<file path="config.mk">
export PLATFORM = sky130hd
export DESIGN_NAME = flsq_sequencer
export DESIGN_NICKNAME = d
export VERILOG_FILES = /design/src/hw/flsq_pkg.sv /design/src/hw/flsq_engine.sv /design/src/hw/flsq_sequencer.sv
export SDC_FILE = /design/constraint.sdc
export NUM_CORES = 1
export LEC_CHECK = 0
export BUFFER_PORTS_ARGS = -buffer_cell sky130_fd_sc_hd__clkbuf_2
export CAP_MARGIN = 25
export CORE_ASPECT_RATIO = 0.6
export CORE_MARGIN = 2
export CORE_UTILIZATION = 59
export DETAILED_ROUTE_END_ITERATION = 8
export PLACE_DENSITY = 0.92
export SLEW_MARGIN = 10
export SYNTH_ARGS = -nofsm -noshare
export SYNTH_HDL_FRONTEND = slang
export SYNTH_SLANG_ARGS = --single-unit
</file>
<file path="constraint.sdc">
create_clock -name clk -period 14.7 [get_ports clk]
set_clock_uncertainty 0.1 [all_clocks]
set_input_delay 2.205 -clock clk [delete_from_list [all_inputs] [get_ports clk]]
set_output_delay 2.205 -clock clk [all_outputs]
set_load 0.02 [all_outputs]
</file>
<file path="src/hw/flsq_pkg.sv">
// Shared constants and types for the flash erase and program sequencer
package flsq_pkg;
  // Register block bases, one per interface
  localparam logic [23:0] PF_BASE = 24'hfff940;
  localparam logic [23:0] DF_BASE = 24'hfff740;
  // Offsets inside a register block
  localparam logic [5:0] OFF_IBAR = 6'h00;
  localparam logic [5:0] OFF_IBDR = 6'h02;
  localparam logic [5:0] OFF_WER0 = 6'h04;
  localparam logic [5:0] OFF_WER1 = 6'h06;
  localparam logic [5:0] OFF_CTRL = 6'h0c;
  localparam logic [5:0] OFF_STAT = 6'h0e;
  localparam logic [5:0] OFF_AR0 = 6'h24;
  localparam logic [5:0] OFF_AR1 = 6'h26;
  // Control and status bit positions
  localparam int CTRL_PE = 0;
  localparam int CTRL_PER = 1;
  localparam int CTRL_MER = 2;
  localparam int STAT_BUSY = 0;
  localparam int STAT_FULL = 1;
  localparam int STAT_ERASE_FAULT_FLAG = 2;
  localparam int STAT_PROGRAM_FAULT_FLAG = 3;
  localparam logic [15:0] REG_RESET = 16'h0000;
  localparam logic [7:0] IBAR_RESET = 8'h00;
  // Main block decode: blocks 0 and 1 by a[23:17], block 2 by a[23:13]
  localparam logic [6:0] MB0_TAG = 7'h00;
  localparam logic [6:0] MB1_TAG = 7'h01;
  localparam logic [10:0] MB2_TAG = 11'h070;
  // Page sizes in bytes and the masks that align to them
  localparam int PF_PAGE_BYTES = 1024;
  localparam int DF_PAGE_BYTES = 512;
  localparam logic [23:0] PF_PAGE_MASK = ~24'(PF_PAGE_BYTES - 1);
  localparam logic [23:0] DF_PAGE_MASK = ~24'(DF_PAGE_BYTES - 1);
  localparam logic [15:0] ALL_SECTIONS = 16'hffff;
  localparam int INFO_SEC_BIT = 15;
  // Information block words
  localparam logic [7:0] FUNC_WORD_ADDR = 8'h7e;
  localparam logic [7:0] PROT_WORD_ADDR = 8'hfe;
  localparam int USB_EN_BIT = 0;
  localparam int WRPROT_LO = 13;
  localparam int BOOT_LO = 1;
  localparam logic [2:0] BOOT_NONE = 3'h7;
  typedef enum logic [1:0] {OP_PROG, OP_PAGE, OP_BLOCK, OP_INFO} flsq_op_type;
  typedef enum {ARD_FUNC, ARD_PROT, ARD_DONE} flsq_ard_type;
endpackage

</file>
<file path="src/hw/flsq_engine.sv">
// Two-slot operation pipeline driving one flash array
`timescale 1ns/1ns
module flsq_engine (
  input wire logic clk,
  input wire logic reset,
  input wire logic reqValid,
  input wire flsq_pkg::flsq_op_type reqKind,
  input wire logic [23:0] reqAddr,
  input wire logic reqInfo,
  input wire logic [15:0] reqData,
  output logic busy,
  output logic full,
  output logic macroStart,
  output flsq_pkg::flsq_op_type macroKind,
  output logic [23:0] macroAddr,
  output logic macroInfo,
  output logic [15:0] macroData,
  input wire logic macroDone,
  input wire logic macroFail,
  output logic eraseFault,
  output logic progFault
);
  import flsq_pkg::*;
  logic curValid;
  logic pendValid;
  flsq_op_type pendKind;
  logic [23:0] pendAddr;
  logic pendInfo;
  logic [15:0] pendData;

  // Busy covers the running and the queued operation
  assign busy = curValid | pendValid;
  assign full = pendValid;

  // Running slot; a queued word is promoted the cycle its predecessor ends
  always_ff @(posedge clk or posedge reset) begin
    if (reset) begin
      curValid <= 1'b0;
      macroStart <= 1'b0;
      macroKind <= OP_PROG;
      macroAddr <= '0;
      macroInfo <= 1'b0;
      macroData <= REG_RESET;
    end else begin
      macroStart <= 1'b0;
      if (curValid && macroDone && pendValid) begin
        macroStart <= 1'b1;
        macroKind <= pendKind;
        macroAddr <= pendAddr;
        macroInfo <= pendInfo;
        macroData <= pendData;
      end else if (reqValid && (!curValid || macroDone)) begin
        curValid <= 1'b1;
        macroStart <= 1'b1;
        macroKind <= reqKind;
        macroAddr <= reqAddr;
        macroInfo <= reqInfo;
        macroData <= reqData;
      end else if (macroDone) begin
        curValid <= 1'b0;
      end
    end
  end

  // Waiting slot, filled only behind a running operation
  always_ff @(posedge clk or posedge reset) begin
    if (reset) begin
      pendValid <= 1'b0;
      pendKind <= OP_PROG;
      pendAddr <= '0;
      pendInfo <= 1'b0;
      pendData <= REG_RESET;
    end else if (curValid && macroDone) begin
      pendValid <= 1'b0;
    end else if (reqValid && curValid && !pendValid) begin
      pendValid <= 1'b1;
      pendKind <= reqKind;
      pendAddr <= reqAddr;
      pendInfo <= reqInfo;
      pendData <= reqData;
    end
  end

  // Failure reported by the array lands in the matching error flag
  assign eraseFault = curValid && macroDone && macroFail && (macroKind != OP_PROG);
  assign progFault = curValid && macroDone && macroFail && (macroKind == OP_PROG);
endmodule

</file>
<file path="src/hw/flsq_sequencer.sv">
// Flash erase and program sequencer: registers, checks and auto-read
// Functional notes
// - Page erase only when that page's section write enable is set.
// - Page erase inside a defined boot area is refused.
// - Pages are 1024 bytes in program flash, 512 bytes in data flash.
// - Erase result lands in the erase error flag; busy holds until done.
// - Whole block erase needs every section enable of that block.
// - A block holding a defined boot area is never block erased.
// - With block erase set, any main block write erases that block.
// - Info block erase also clears its main block; no info page erase.
// - Boot area in the associated main block forbids info or block erase.
// - Info erase starts on info data write with block erase set.
// - Programming needs global protection off and the section enable set.
// - Programming inside the boot area is blocked.
// - Only aligned 16-bit word programming is accepted.
// - Each program word write starts a pipelined operation; busy meanwhile.
// - A word accepted behind a running one raises full until the running one ends.
// - Info programming uses the info address then a data register write.
// - Programming the first program-flash info block is refused.
// - Reset copies the function word at 07Eh into auto-read zero.
// - Function word bit 0 clear forces the USB transceiver to low power.
// - Full clear means the pipeline takes another word.
// - Programming only clears bits; erase must come first.
// - Reset copies the protection word into auto-read one.
`timescale 1ns/1ns
module flsq_sequencer (
  input wire logic clk,
  input wire logic reset,
  input wire logic [23:0] cpuAddr,
  input wire logic cpuWr,
  input wire logic cpuRd,
  input wire logic cpuWord,
  input wire logic [15:0] cpuWdata,
  output logic [15:0] cpuRdata,
  output logic pfStart,
  output flsq_pkg::flsq_op_type pfKind,
  output logic [23:0] pfAddr,
  output logic pfInfo,
  output logic [15:0] pfData,
  input wire logic pfDone,
  input wire logic pfFail,
  output logic dfStart,
  output flsq_pkg::flsq_op_type dfKind,
  output logic [23:0] dfAddr,
  output logic dfInfo,
  output logic [15:0] dfData,
  input wire logic dfDone,
  input wire logic dfFail,
  output logic infoRdReq,
  output logic [7:0] infoRdAddr,
  input wire logic [15:0] infoRdData,
  input wire logic infoRdValid,
  input wire logic usbCtrlActive,
  input wire logic cfgUsbEnable,
  output logic usbXcvrLowPower
);
  import flsq_pkg::*;
  // Per-interface register state, index 0 program flash, 1 data flash
  logic [7:0] ibar [2];
  logic [15:0] ibdr [2], wer0 [2];
  logic [15:0] wer1, autoReadZero, autoReadOne;
  logic [2:0] ctrl [2];
  logic [1:0] erase_fault_flag, program_fault_flag;
  flsq_ard_type ardState;
  logic arDone;
  // Decode and decision terms
  logic [1:0] regHit, mainBlk;
  logic [5:0] regOff;
  logic isMain, wrProt, bootDef;
  logic [6:0] bootPages;
  flsq_op_type reqKind [2];
  logic [23:0] reqAddr [2];
  logic [1:0] reqValid, reqInfo, setEerr, setPerr;
  logic [1:0] busy, full, eraseFault, progFault;
  logic [15:0] next_rdata;

  // Register blocks sit at their printed addresses
  assign regHit[0] = cpuAddr[23:6] == PF_BASE[23:6];
  assign regHit[1] = cpuAddr[23:6] == DF_BASE[23:6];
  assign regOff = cpuAddr[5:0];

  // Main block decode; block 2 belongs to the data flash interface
  always_comb begin
    isMain = 1'b1;
    mainBlk = 2'd0;
    if (cpuAddr[23:17] == MB0_TAG) begin
      mainBlk = 2'd0;
    end else if (cpuAddr[23:17] == MB1_TAG) begin
      mainBlk = 2'd1;
    end else if (cpuAddr[23:13] == MB2_TAG) begin
      mainBlk = 2'd2;
    end else begin
      isMain = 1'b0;
    end
  end

  // Protection taken from the auto-read copy, so it changes only at reset
  assign wrProt = !((autoReadOne[WRPROT_LO] & autoReadOne[WRPROT_LO + 1]) |
                    (autoReadOne[WRPROT_LO] & autoReadOne[WRPROT_LO + 2]) |
                    (autoReadOne[WRPROT_LO + 1] & autoReadOne[WRPROT_LO + 2]));
  assign bootDef = autoReadOne[BOOT_LO +: 3] != BOOT_NONE;
  // Inverted field counts boot pages of program flash size
  assign bootPages = {4'h0, ~autoReadOne[BOOT_LO +: 3]};

  // Trigger checks: a legal write goes to the pipeline, an illegal one flags
  always_comb begin
    logic trig, info, secEn, allEn, inBoot, progOk;
    logic [1:0] blk;
    logic [15:0] werSel;
    logic [3:0] secIdx;
    trig = 1'b0;
    info = 1'b0;
    secEn = 1'b0;
    allEn = 1'b0;
    inBoot = 1'b0;
    blk = 2'd0;
    werSel = REG_RESET;
    secIdx = 4'h0;
    progOk = 1'b0;
    for (int c = 0; c < 2; c++) begin
      reqValid[c] = 1'b0;
      reqKind[c] = OP_PROG;
      reqAddr[c] = '0;
      reqInfo[c] = 1'b0;
      setEerr[c] = 1'b0;
      setPerr[c] = 1'b0;
      info = regHit[c] && regOff == OFF_IBDR;
      trig = cpuWr && (info || (isMain && ((mainBlk == 2'd2) == (c == 1))));
      // Info blocks map onto main block 0, 1 or 2
      blk = info ? ((c == 1) ? 2'd2 : {1'b0, ibar[c][7]}) : mainBlk;
      werSel = (blk == 2'd0) ? wer0[0] : ((blk == 2'd1) ? wer1 : wer0[1]);
      secIdx = (blk == 2'd2) ? cpuAddr[12:9] : cpuAddr[16:13];
      secEn = info ? werSel[INFO_SEC_BIT] : werSel[secIdx];
      allEn = werSel == ALL_SECTIONS;
      inBoot = !info && blk == 2'd0 && bootDef &&
               cpuAddr[16:10] < bootPages;
      progOk = arDone && !wrProt && secEn && !inBoot &&
               (info || (cpuWord && !cpuAddr[0])) &&
               !(info && c == 0 && !ibar[c][7]);
      reqInfo[c] = info;
      if (info) begin
        reqAddr[c] = {16'h0000, ibar[c]};
      end else if (ctrl[c][CTRL_PER]) begin
        reqAddr[c] = cpuAddr & ((c == 0) ? PF_PAGE_MASK : DF_PAGE_MASK);
      end else begin
        reqAddr[c] = cpuAddr;
      end
      if (trig && ctrl[c][CTRL_PE]) begin
        reqKind[c] = OP_PROG;
        if (!progOk) begin
          setPerr[c] = 1'b1;
        end else if (!full[c]) begin
          reqValid[c] = 1'b1;
        end
      end else if (trig && ctrl[c][CTRL_MER]) begin
        reqKind[c] = info ? OP_INFO : OP_BLOCK;
        if (!arDone || wrProt || !allEn || (blk == 2'd0 && bootDef)) begin
          setEerr[c] = 1'b1;
        end else if (!busy[c]) begin
          reqValid[c] = 1'b1;
        end
      end else if (trig && ctrl[c][CTRL_PER]) begin
        reqKind[c] = OP_PAGE;
        if (info || !arDone || wrProt || !secEn || inBoot) begin
          setEerr[c] = 1'b1;
        end else if (!busy[c]) begin
          reqValid[c] = 1'b1;
        end
      end
    end
  end

  // Address and data registers; address bit 0 always reads back clear
  always_ff @(posedge clk or posedge reset) begin
    if (reset) begin
      ibar[0] <= IBAR_RESET;
      ibar[1] <= IBAR_RESET;
      ibdr[0] <= REG_RESET;
      ibdr[1] <= REG_RESET;
    end else begin
      for (int c = 0; c < 2; c++) begin
        if (cpuWr && regHit[c] && regOff == OFF_IBAR) begin
          ibar[c] <= {cpuWdata[7:1], 1'b0};
        end
        if (cpuWr && regHit[c] && regOff == OFF_IBDR) begin
          ibdr[c] <= cpuWdata;
        end
      end
    end
  end

  // Section enables clear at reset, so nothing is writable until set
  always_ff @(posedge clk or posedge reset) begin
    if (reset) begin
      wer0[0] <= REG_RESET;
      wer0[1] <= REG_RESET;
      wer1 <= REG_RESET;
    end else begin
      for (int c = 0; c < 2; c++) begin
        if (cpuWr && regHit[c] && regOff == OFF_WER0) begin
          wer0[c] <= cpuWdata;
        end
      end
      if (cpuWr && regHit[0] && regOff == OFF_WER1) begin
        wer1 <= cpuWdata;
      end
    end
  end

  // Mode bits; software owns them for the whole sequence
  always_ff @(posedge clk or posedge reset) begin
    if (reset) begin
      ctrl[0] <= 3'h0;
      ctrl[1] <= 3'h0;
    end else begin
      for (int c = 0; c < 2; c++) begin
        if (cpuWr && regHit[c] && regOff == OFF_CTRL) begin
          ctrl[c] <= cpuWdata[2:0];
        end
      end
    end
  end

  // Sticky error flags, write one to clear; a new error beats the clear
  always_ff @(posedge clk or posedge reset) begin
    if (reset) begin
      erase_fault_flag <= 2'b00;
      program_fault_flag <= 2'b00;
    end else begin
      for (int c = 0; c < 2; c++) begin
        if (setEerr[c] || eraseFault[c]) begin
          erase_fault_flag[c] <= 1'b1;
        end else if (cpuWr && regHit[c] && regOff == OFF_STAT && cpuWdata[STAT_ERASE_FAULT_FLAG]) begin
          erase_fault_flag[c] <= 1'b0;
        end
        if (setPerr[c] || progFault[c]) begin
          program_fault_flag[c] <= 1'b1;
        end else if (cpuWr && regHit[c] && regOff == OFF_STAT && cpuWdata[STAT_PROGRAM_FAULT_FLAG]) begin
          program_fault_flag[c] <= 1'b0;
        end
      end
    end
  end

  // Auto-read after reset: function word, then protection word
  assign infoRdReq = ardState != ARD_DONE;
  assign infoRdAddr = (ardState == ARD_FUNC) ? FUNC_WORD_ADDR : PROT_WORD_ADDR;
  assign arDone = ardState == ARD_DONE;
  always_ff @(posedge clk or posedge reset) begin
    if (reset) begin
      ardState <= ARD_FUNC;
      autoReadZero <= REG_RESET;
      autoReadOne <= REG_RESET;
    end else begin
      unique case (ardState)
        ARD_FUNC: begin
          if (infoRdValid) begin
            autoReadZero <= infoRdData;
            ardState <= ARD_PROT;
          end
        end
        ARD_PROT: begin
          if (infoRdValid) begin
            autoReadOne <= infoRdData;
            ardState <= ARD_DONE;
          end
        end
        ARD_DONE: begin
          ardState <= ARD_DONE;
        end
      endcase
    end
  end

  // Transceiver held in low power until the word is loaded and enables it, USB is enabled and the controller is active
  always_ff @(posedge clk or posedge reset) begin
    if (reset) begin
      usbXcvrLowPower <= 1'b1;
    end else begin
      usbXcvrLowPower <= !(arDone && autoReadZero[USB_EN_BIT] &&
                           cfgUsbEnable && usbCtrlActive);
    end
  end

  // Register read mux; unmapped offsets read zero
  always_comb begin
    next_rdata = REG_RESET;
    for (int c = 0; c < 2; c++) begin
      if (regHit[c]) begin
        unique case (regOff)
          OFF_IBAR: next_rdata = {8'h00, ibar[c]};
          OFF_IBDR: next_rdata = ibdr[c];
          OFF_WER0: next_rdata = wer0[c];
          OFF_WER1: next_rdata = (c == 0) ? wer1 : REG_RESET;
          OFF_CTRL: next_rdata = {13'h0000, ctrl[c]};
          OFF_STAT: begin
            next_rdata[STAT_BUSY] = busy[c];
            next_rdata[STAT_FULL] = full[c];
            next_rdata[STAT_ERASE_FAULT_FLAG] = erase_fault_flag[c];
            next_rdata[STAT_PROGRAM_FAULT_FLAG] = program_fault_flag[c];
          end
          OFF_AR0: next_rdata = (c == 0) ? autoReadZero : REG_RESET;
          OFF_AR1: next_rdata = (c == 0) ? autoReadOne : REG_RESET;
          default: next_rdata = REG_RESET;
        endcase
      end
    end
  end

  // Read data is registered, valid the cycle after the read strobe
  always_ff @(posedge clk or posedge reset) begin
    if (reset) begin
      cpuRdata <= REG_RESET;
    end else if (cpuRd) begin
      cpuRdata <= next_rdata;
    end
  end

  // Program flash array engine
  flsq_engine pfEngine (
    .clk(clk), .reset(reset), .reqValid(reqValid[0]), .reqKind(reqKind[0]),
    .reqAddr(reqAddr[0]), .reqInfo(reqInfo[0]), .reqData(cpuWdata), .busy(busy[0]),
    .full(full[0]), .macroStart(pfStart), .macroKind(pfKind), .macroAddr(pfAddr),
    .macroInfo(pfInfo), .macroData(pfData), .macroDone(pfDone), .macroFail(pfFail),
    .eraseFault(eraseFault[0]), .progFault(progFault[0])
  );

  // Data flash array engine
  flsq_engine dfEngine (
    .clk(clk), .reset(reset), .reqValid(reqValid[1]), .reqKind(reqKind[1]),
    .reqAddr(reqAddr[1]), .reqInfo(reqInfo[1]), .reqData(cpuWdata), .busy(busy[1]),
    .full(full[1]), .macroStart(dfStart), .macroKind(dfKind), .macroAddr(dfAddr),
    .macroInfo(dfInfo), .macroData(dfData), .macroDone(dfDone), .macroFail(dfFail),
    .eraseFault(eraseFault[1]), .progFault(progFault[1])
  );
endmodule

</file>
==> results of run 1 <==
## cells in the final DEF, fill, tap and decap left out, types with 31 or more instances in the layout
master,count
nand2_1,156
inv_1,33
nor3_1,43
mux2_4,31
clkbuf_2,174
a22oi_1,33
mux2_2,190
a21oi_1,69
dfrtp_1,332
or3_1,36
o21ai_0,100
nor2_1,99
## worst reg2reg max path, delay by kind of cell, from the launching register on
family	cells	cell delay (ps)
AO/OA/AOI/OAI	5	2170
AND/OR/NAND/NOR	4	760
flip-flops	1	450
buffers and inverters	1	450
multiplexers	1	400
adder cells (fa/ha/maj)	1	310
## layer usage
metal | track usage (%) | vias up | part of all wire (%)
li1 | - | 5901 | -
met3 | 10.5 | 120 | 13
met4 | 8.80 | 0 | 2.5
met5 | 0 | - | 0
met1 | 56.0 | 6996 | 43
met2 | 51.2 | 923 | 42
## cell usage after synthesis, types with 3 or more instances
library cell	number
or2_2	3
a22o_1	23
nor4_1	12
nor2b_1	9
o21ai_1	4
o22ai_1	28
and4b_1	3
a21oi_1	69
nor2_1	99
or4_1	8
nand3_1	26
o21bai_1	5
nand2_1	156
buf_2	5
a22oi_1	33
nor3b_1	5
and2_1	25
a211oi_1	7
a21boi_0	3
o21a_1	4
buf_6	6
o21ai_0	100
nand2b_1	15
ha_1	5
a222oi_1	3
a31oi_1	6
a221o_1	9
or3_1	37
buf_4	15
dfrtp_1	332
o221ai_1	16
nand4_1	17
mux2i_1	23
inv_1	34
mux2_2	190
nor3_1	48
mux2_4	31
a221oi_1	8
and3_1	9
o211ai_1	3
clkbuf_1	87
## registers in the layout (all words and copies together), names as in the netlist, 2 cells and up
register,cells
wer0,32
pfEngine.macroData,16
dfEngine.pendAddr,24
autoReadOne,16
ardState,2
wer1,16
cpuRdata,16
ctrl,6
autoReadZero,16
dfEngine.macroAddr,24
pfEngine.macroAddr,24
program_fault_flag,2
dfEngine.macroData,16
ibdr,32
pfEngine.pendAddr,24
pfEngine.macroKind,2
erase_fault_flag,2
dfEngine.pendData,16
ibar,14
dfEngine.macroKind,2
pfEngine.pendKind,2
pfEngine.pendData,16
dfEngine.pendKind,2
## metrics by stage
step	power, uW	cell area [sq um]
2_1_floorplan	1160	16600
3_3_place_gp	1230	17500
3_5_place_dp	1250	17500
4_1_cts	2060	18500
5_1_grt	2120	18600
6_report	2060	18600
## path summary, 6_finish.rpt
check                                                 start  cells past startpoint                                 end  slack (ps)
max in group asynchronous                             reset                      3   pfEngine.macroAddr[0]$_DFFE_PP0P_       11300
setup reg to reg                 autoReadOne[2]$_DFFE_PP0P_                     12   pfEngine.macroAddr[6]$_DFFE_PP0P_        9950
hold reg to reg            pfEngine.pendAddr[6]$_DFFE_PP0P_                      2    pfEngine.pendAddr[6]$_DFFE_PP0P_         380
setup / recovery                                 cpuAddr[5]                     14   pfEngine.macroAddr[6]$_DFFE_PP0P_        7080
hold / removal             pfEngine.pendAddr[6]$_DFFE_PP0P_                      2    pfEngine.pendAddr[6]$_DFFE_PP0P_         380
min in group asynchronous                             reset                      2  dfEngine.macroData[12]$_DFFE_PP0P_        1700
## power by group through the flow
stage          logic [uW]  registers (uW)  clock network, uW
6_report              226            1010                818
5_1_grt               245            1020                857
4_1_cts               223            1010                822
3_5_place_dp          219            1030                  0
3_3_place_gp          208            1020                  0
2_1_floorplan         144            1020                  0
## final cells by class
class                   count  share of cell area, %
clock buffers              36                   4.25
flip-flops and latches    333                   44.7
multi-input cells        1085                   40.8
well taps                 367                   2.46
clock inverters            14                   1.09
inverters                  34                  0.725
repair buffers            198                   5.94
## kinds of logic after synthesis
logic type	Yosys count	share of synthesized area (%)
AND/OR/NAND/NOR	482	14.2
flip-flops	333	50.4
AO/OA/AOI/OAI	346	13.7
other	2	0.0454
adder cells (fa/ha/maj)	5	0.378
buffers and inverters	149	4.03
multiplexers	245	17.2
==> flow_summary.yaml, run 1 <==
worst_setup_path:
  critPathMostFrequentCell: "buf_4"
  timing.critical_path.cells: "clkbuf_2 -> nor4b_2 -> and2_1 -> buf_4 -> nand3_1 -> a22oi_1 -> nand2_1 -> o32ai_2 -> o22ai_1 -> o21ai_0 -> o21ai_1 -> o21ai_4 -> buf_4 -> mux2_2"
  setup.worst_path.start_class: "input pin"
  critPathSlowestCell: "o21ai_4"
  timing.critical_path.slowest_cell_delay_ps: 660
  worst_ep_arrival_time_ps: 7970
  path_delay_family: "compound AO/OA/AOI/OAI gates"
  worst_path_required_ps: 15060
  timing.critical_path.fanout_max: 39
  critPathCaptureType: "flip-flop"
  worst-setup-path-type: "in2reg"
  cp_num_buf_inv: 3
placed_design:
  gp_congestion: 1.08
  portBuffers: 174
  dpl.cell_count: 2012
  pre_cts_slack_ps: 6780
  place.detailed.hpwl_mm: 38.8
clock_network:
  cts_resized: 0
  cts_h_tree_depth: 1
  worst_skew_pair.late_latency_ps: 580
  root_buffer: "clkbuf_16"
  tritoncts: "yes"
  post_cts_buffers: 0
  cts_clk_pin_slew_worst_paths_ps: 60
  cts_buffers: 29
  ctsLongestPathBuffers: 3
  hold_buffers: 0
  clock_sinks: 333
global_routing:
  grt_util_all_layers_pct: 36.6
  grt_antenna_before_repair: 1
  first_global_vias: 13300
  global_route_wire_length_before_repair_mm: 81.0
  grt_max_degree: 124
  grt_overflow_total: 0
floorplan:
  floorplan.die_area_sq_um: 29400
  die_width_microns: 220
  ios: 182
  row_count: 47
  start_util_pct: 60.0
  core_area_sq_um: 27600
  dieHeight_microns: 134
detailed_routing:
  via_per_inst: 6.74
  wirelength_mm: 53.8
  detail_route.first_pass.iterations: 6
  ant_nets: 0
  remaining_drc_errors: 0
  via_count: 13900
  wl_per_cell_microns: 26.0
  drt_iter0_drc: 2132
power:
  power_switching_share_pct: 25.6
  internal_power_uw: 1530
  peakVddDrop_mv: 0.159
  net-switching-power_uw: 527
  comb_power_share_pct: 11.0
  clkPwrFrac_pct: 39.7
  power_density_nw_per_um2: 110
  power.share.sequential_pct: 49.3
  p_leak_uw: 0.00907
synthesis:
  asyncSetResetFlopFracSynth_pct: 100
  mappedNetlistArea_sq_um: 16500
  synth_edf_count: 0
  syn_inst: 1562
  synthesis.yosys.warnings: 0
  yosysTopAreaCellShare_pct: 50.2
  yosys_most_used_dff: "dfrtp_1"
  synth.lib_cells_used.distinct: 71
  post_synthesis_sequential_area_ratio_pct: 50.4
  synth_top_cell_by_area: "dfrtp_1"
  syn_avg_cell_area_sq_um: 10.6
  ys_ff_latch: 333
  synth.top_cells.by_area: "dfrtp_1 (50%), mux2_2 (13%), nand2_1 (3.5%)"
sta:
  finalSetupViolations: 0
  slew_viol_final: 0
  unrepaired_setup_endpoints_after_global_routing: "false"
  finalSetupTns_ps: 0
  timing.max_slew.rel_slack_pct: 29.0
  layout_worst_path_cycle_share_pct: 51.8
  setup_ws_ps: 7080
  timing.fmax_mhz: 131
  timing_worst_slew_pin_value_ps: 1060
  timing.final.crit_period_ps: 7620
  whs_ps: 382
  hold_violations_final: 0
cells_and_area:
  area_growth_from_synthesis_to_layout_pct: 12.7
  finish.cell_count_without_fillers: 2067
  finish.utilization_pct: 67.6
  post_route_cells_drive_above_1_share_pct: 28.9
  fill_cells: 2037
  final_net_count: 1754
  diodes_inserted: 0
  multi_input_area_sq_um: 7610
  seqCellArea_sq_um: 8330
job:
  timing.max_cap.violations: 0
min_path:
  min_path_type: "reg2reg"
run_status:
  outcome: "finished, final reports clean"
No activity file was read; power rests on OpenSTA's default activity.
==> run 2: changes to the inputs <==
CORE_UTILIZATION = 53   (was 59)
PLACE_DENSITY = 0.88   (was 0.92)
clock period = 6.3 ns   (was 14.7 ns; I/O delays follow)
==> flow_summary.yaml, run 2 (synthesis results as in run 1) <==
power:
  net-switching-power_uw: 1220
  power.share.sequential_pct: 48.9
  clkPwrFrac_pct: 40.2
  power_density_nw_per_um2: 255
  power_switching_share_pct: 25.5
  comb_power_share_pct: 10.9
  p_leak_uw: 0.00912
  internal_power_uw: 3570
  peakVddDrop_mv: 0.193
cells_and_area:
  final_net_count: 1767
  postLayoutCellArea_sq_um: 18800
  final_common_cell: "dfrtp_1"
  most-common-layout-cells: "dfrtp_1 (332), mux2_2 (190), clkbuf_2 (174), nand2_1 (156), o21ai_0 (100)"
  reg_top3: "ibdr (32), wer0 (32)"
  area_growth_from_synthesis_to_layout_pct: 13.8
  post_route_cells_drive_above_1_share_pct: 29.4
global_routing:
  grt_antenna_before_repair: 2
  first_global_vias: 13200
  globalRoute.busiestLayer: "met1"
  grt_util_all_layers_pct: 32.7
  global_route_wire_length_before_repair_mm: 81.4
  met3_usage_pct: 11.4
  gr-usage-met1_pct: 49.8
  grt_max_degree: 173
  grt_overflow_total: 0
  grt_met2_usage_pct: 45.3
sta:
  whs_ps: 381
  finalSetupViolations: 0
  slew_viol_final: 0
  unrepaired_setup_endpoints_after_global_routing: "false"
  timing.fmax_mhz: 189
  hold_violations_final: 0
  finalSetupTns_ps: 0
  layout_worst_path_cycle_share_pct: 84.2
  timing_worst_slew_pin_value_ps: 1080
  timing.max_slew.rel_slack_pct: 27.9
  timing.final.crit_period_ps: 5300
worst_setup_path:
  timing.critical_path.slowest_cell_delay_ps: 820
  worst-setup-path-type: "in2reg"
  path_delay_family: "simple AND/OR/NAND/NOR gates"
  setup.worst_path.start_class: "input pin"
  worst_path_required_ps: 6660
  critPathSlowestCell: "or3_2"
  timing.critical_path.fanout_max: 35
  timing.critical_path.cells: "clkbuf_2 -> or4_4 -> or4_1 -> o211ai_2 -> o221ai_1 -> o22a_1 -> a221o_1 -> o22ai_2 -> a211oi_1 -> or3_2 -> buf_4 -> nand2_1 -> o21ai_0"
  critPathCaptureType: "flip-flop"
  worst_ep_arrival_time_ps: 5660
  cp_num_buf_inv: 2
detailed_routing:
  remaining_drc_errors: 0
  detail_route.first_pass.iterations: 6
  via_per_inst: 6.39
  ant_nets: 0
  drt_iter0_drc: 1591
  wl_per_cell_microns: 25.1
  via_count: 13600
  wirelength_mm: 53.5
placed_design:
  postPlaceCellArea_sq_um: 17800
  portBuffers: 174
  gp_congestion: 1.01
  place.detailed.hpwl_mm: 38.6
clock_network:
  clock_sinks: 333
  hold_buffers: 0
  worst_skew_pair.late_latency_ps: 590
  cts_clk_pin_slew_worst_paths_ps: 70
  tritoncts: "yes"
  cts_buffers: 30
  cts_h_tree_depth: 1
  cts_resized: 0
  ctsLongestPathBuffers: 3
  post_cts_buffers: 0
  root_buffer: "clkbuf_16"
min_path:
  min_path_type: "reg2reg"
floorplan:
  floorplan.die_area_sq_um: 32700
  die_width_microns: 232
  core_area_sq_um: 31000
  start_util_pct: 53.4
  dieHeight_microns: 141
  row_count: 50
  ios: 182
job:
  timing.max_cap.violations: 0
run_status:
  outcome: "finished, final reports clean"
run 2: cell types whose count changed in the layout (fill, tap and decap cells not counted), sizes merged:
cell | before | now
diode | 0 | 1
dlymetal6s2s | 1 | 0
bufinv | 5 | 3
inv | 35 | 34
buf | 23 | 36
clkbuf | 210 | 216
run 2: worst paths after layout:
path	start	to	slack, ps	depth (start not counted)
min	dfEngine.pendAddr[17]$_DFFE_PP0P_	dfEngine.pendAddr[17]$_DFFE_PP0P_	380	2
max in group asynchronous	reset	pfEngine.macroAddr[18]$_DFFE_PP0P_	4770	3
min reg2reg	dfEngine.pendAddr[17]$_DFFE_PP0P_	dfEngine.pendAddr[17]$_DFFE_PP0P_	380	2
max reg2reg	ibar[15]$_DFFE_PP0P_	pfEngine.pendData[6]$_DFFE_PP0P_	2430	12
min in group asynchronous	reset	dfEngine.macroData[12]$_DFFE_PP0P_	480	3
max	cpuAddr[13]	dfEngine.pendAddr[3]$_DFFE_PP0P_	1000	13
run 2: area by class of cell:
class	count	area, sq um
Tap cell	416	520
Multi-Input combinational cell	1085	7600
Antenna cell	1	2.50
Sequential cell	333	8330
Clock inverter	11	136
Timing Repair Buffer	210	1210
Inverter	34	131
Fill cell	2470	12200
Clock buffer	42	877
run 2: layer usage:
metal	up-vias	wire length, microns
li1	5929	-
met1	6951	24000
met2	679	22100
met3	73	6460
met4	0	924
met5	-	0
run 2: power by group through the flow:
stage | combinational (uW) | sequential [uW] | clock, uW
floorplan | 337 | 2380 | 0
finish | 524 | 2350 | 1930
detailed placement | 519 | 2390 | 0
global route | 570 | 2360 | 2040
CTS | 522 | 2350 | 1940
global placement | 497 | 2380 | 0
run 2: metrics by stage:
| stage | utilization (%) | power, uW | std cells | setup WS [ps] |
|---|---|---|---|---|
| global placement | 57.4 | 2870 | 2076 | 614 |
| finish | 60.8 | 4800 | 2132 | 998 |
| global route | 60.7 | 4970 | 2131 | 813 |
| CTS | 60.7 | 4810 | 2131 | 1100 |
| detailed placement | 57.5 | 2910 | 2078 | 500 |
| floorplan | - | 2710 | 1567 | 807 |
run 2: worst min-delay path, delay by kind of cell, from the launching register on:
family           cells  cell delay, ps
DFF                  1             340
and+or+nand+nor      2             100
==> run 3: changes to the inputs <==
ABC_AREA = 1   (was not set)
clock period = 4.8 ns   (was 6.3 ns; I/O delays follow)
==> flow_summary.yaml, run 3 <==
synthesis:
  mappedNetlistArea_sq_um: 16600
  yosys.area_share.adder_pct: 0.378
  most_frequent_cell_after_synthesis: "nand2_1"
  post_synth_xor_area_fraction_pct: 0
  synth_compound_area_share_pct: 12.9
  synthesis.yosys.warnings: 0
  synth.top_cells.by_area: "dfrtp_1 (50%), nand2_1 (17%), o21ai_0 (8.3%)"
  ys_ff_latch: 333
  synth_top_cell_by_area: "dfrtp_1"
  yosysTopAreaCellShare_pct: 50.2
  yosys.area_share.simple_pct: 28.4
  synth_edf_count: 0
  post_synthesis_sequential_area_ratio_pct: 50.3
  syn_avg_cell_area_sq_um: 7.75
  synth.lib_cells_used.distinct: 50
  syn_inst: 2137
  combinational_family_with_the_most_area_after_synthesis: "simple AND/OR/NAND/NOR gates"
  yosys_most_used_dff: "dfrtp_1"
  synth_top_cells_by_count: "nand2_1 (739), dfrtp_1 (332), o21ai_0 (274)"
  asyncSetResetFlopFracSynth_pct: 100
  synth.mux.area_fraction_pct: 0
detailed_routing:
  detail_route.first_pass.iterations: 6
  via_count: 15900
  via_per_inst: 5.88
  remaining_drc_errors: 0
  wl_per_cell_microns: 20.3
  ant_nets: 0
  wirelength_mm: 54.8
  drt_iter0_drc: 2371
floorplan:
  start_util_pct: 53.5
  ios: 182
  row_count: 50
  floorplan.die_area_sq_um: 32700
  dieHeight_microns: 141
  core_area_sq_um: 31000
  die_width_microns: 232
sta:
  layout_worst_path_cycle_share_pct: 80.0
  slew_viol_final: 0
  hold_violations_final: 0
  finalSetupViolations: 0
  unrepaired_setup_endpoints_after_global_routing: "false"
  timing.max_slew.rel_slack_pct: 25.5
  timing_worst_slew_pin_value_ps: 1110
  timing.final.crit_period_ps: 3840
  timing.fmax_mhz: 260
worst_setup_path:
  rr_startpoint: "ardState[0]$_DFFE_PP0P_"
  critPathCaptureType: "flip-flop"
  crit_path_start: "cpuAddr[4]"
  worst_path_required_ps: 5180
  setup.worst_path.start_class: "input pin"
  worst_ep_arrival_time_ps: 4220
  worst-setup-path-type: "in2reg"
  timing.critical_path.fanout_max: 26
cells_and_area:
  final_common_cell: "nand2_1"
  reg_top3: "ibdr (32), wer0 (32)"
  final_net_count: 2335
  postLayoutCellArea_sq_um: 18800
  finish.cell_count_without_fillers: 2701
  diodes_inserted: 0
  most-common-layout-cells: "nand2_1 (739), dfrtp_1 (332), o21ai_0 (274), inv_1 (181), nand3_1 (175)"
  post_route_cells_drive_above_1_share_pct: 14.0
  area_growth_from_synthesis_to_layout_pct: 13.4
  fill_cells: 2621
global_routing:
  grt_overflow_total: 0
  grt_util_all_layers_pct: 33.3
  grt_max_degree: 146
  first_global_vias: 14800
  grt_antenna_before_repair: 0
  global_route_wire_length_before_repair_mm: 83.3
clock_network:
  hold_buffers: 0
  ctsLongestPathBuffers: 3
  post_cts_buffers: 0
  worst_skew_pair.late_latency_ps: 600
  cts_clk_pin_slew_worst_paths_ps: 70
  cts_h_tree_depth: 1
  tritoncts: "yes"
  cts_buffers: 30
  root_buffer: "clkbuf_16"
  clock_sinks: 333
  cts_resized: 0
job:
  timing.max_cap.violations: 0
run_status:
  outcome: "finished, final reports clean"
power:
  power_density_nw_per_um2: 347
  peakVddDrop_mv: 0.263
  p_leak_uw: 0.00940
placed_design:
  place.detailed.hpwl_mm: 38.8
  postPlaceCellArea_sq_um: 17700
  portBuffers: 174
  gp_congestion: 1.11
  dpl.cell_count: 2642
min_path:
  min_path_type: "in2async"
## run 3: cell types whose count changed after synthesis, moves of 23 or more
cell | previous run | this run
mux2i_1 | 23 | 0
o22ai_1 | 28 | 5
o21ai_0 | 100 | 274
or3_1 | 37 | 0
o21ai_1 | 4 | 32
nand3_1 | 26 | 175
nor3_1 | 48 | 10
nand2_1 | 156 | 739
nand4_1 | 17 | 41
mux2_2 | 190 | 0
and2_1 | 25 | 1
inv_1 | 34 | 183
a21oi_1 | 69 | 16
mux2_4 | 31 | 0
## run 3: final timing paths
kind / slack [ps] / depth (start not counted) / end
min in group clk: 200 / 2 / usbXcvrLowPower$_DFF_PP1_
setup / recovery: 960 / 19 / dfEngine.pendAddr[20]$_DFFE_PP0P_
hold reg to reg: 370 / 2 / dfEngine.macroAddr[14]$_DFFE_PP0P_
hold / removal: 100 / 3 / cpuRdata[4]$_DFFE_PP0P_
setup reg to reg: 1320 / 14 / dfEngine.pendAddr[20]$_DFFE_PP0P_
max in group asynchronous: 3640 / 3 / pfEngine.pendAddr[8]$_DFFE_PP0P_
## run 3: kinds of logic after synthesis
| logic type | Yosys count |
|---|---|
| simple gates | 1095 |
| compound gates | 388 |
| flops | 333 |
| buf+inv | 314 |
| fa+ha+maj | 5 |
| other cells | 2 |
## run 3: where the power goes
part | leakage, uW | internal, uW | total, uW | switching (uW)
clock | 0.000489 | 1390 | 2520 | 1120
sequential | 0.00439 | 3020 | 3180 | 156
combinational | 0.00453 | 250 | 826 | 576
## run 3: critical path: stages
cell and delay [ps]:
clkbuf_2 90, inv_1 230, nand2_2 180, nor2_8 280
nand3_4 310, buf_4 300, nand4_1 130, nand3_1 110
nand3_1 110, nand3_1 110, nand3_2 110, nand2_1 130
a21oi_2 230, and2_1 220, nand3_2 110, nand2_4 260
nand2_4 260, inv_2 250, nor2_1 70
## run 3: area by class of cell
type / instances / area, sq um / area share, %
Sequential cell: 333 / 8330 / 44.4
Multi-Input combinational cell: 1495 / 6930 / 36.9
Timing Repair Buffer: 208 / 1230 / 6.55
Clock buffer: 40 / 838 / 4.47
Inverter: 194 / 732 / 3.90
Tap cell: 416 / 520 / 2.77
Clock inverter: 15 / 179 / 0.953
## run 3: through the flow
| step | worst slack (ps) | setup TNS, ps | utilization, % | hold WS (ps) | total power (uW) |
|---|---|---|---|---|---|
| after global placement | 546 | 0 | 57.0 | 354 | 4000 |
| after CTS | 1080 | 0 | 60.3 | 189 | 6520 |
| after global routing | 726 | 0 | 60.6 | 130 | 6750 |
| after detailed placement | 462 | 0 | 57.0 | 357 | 4040 |
| after floorplan | -468 | -155310 | - | 325 | 3700 |
| final | 960 | 0 | 60.6 | 104 | 6520 |
## run 3: per-layer routing
| metal | track usage (%) | vias to the layer above | routed length, microns |
|---|---|---|---|
| met5 | 0 | - | 0 |
| met1 | 47.4 | 7627 | 22700 |
| met4 | 9.24 | 0 | 1440 |
| met2 | 46.8 | 955 | 23000 |
| met3 | 13.4 | 109 | 7650 |
| li1 | - | 7193 | - |
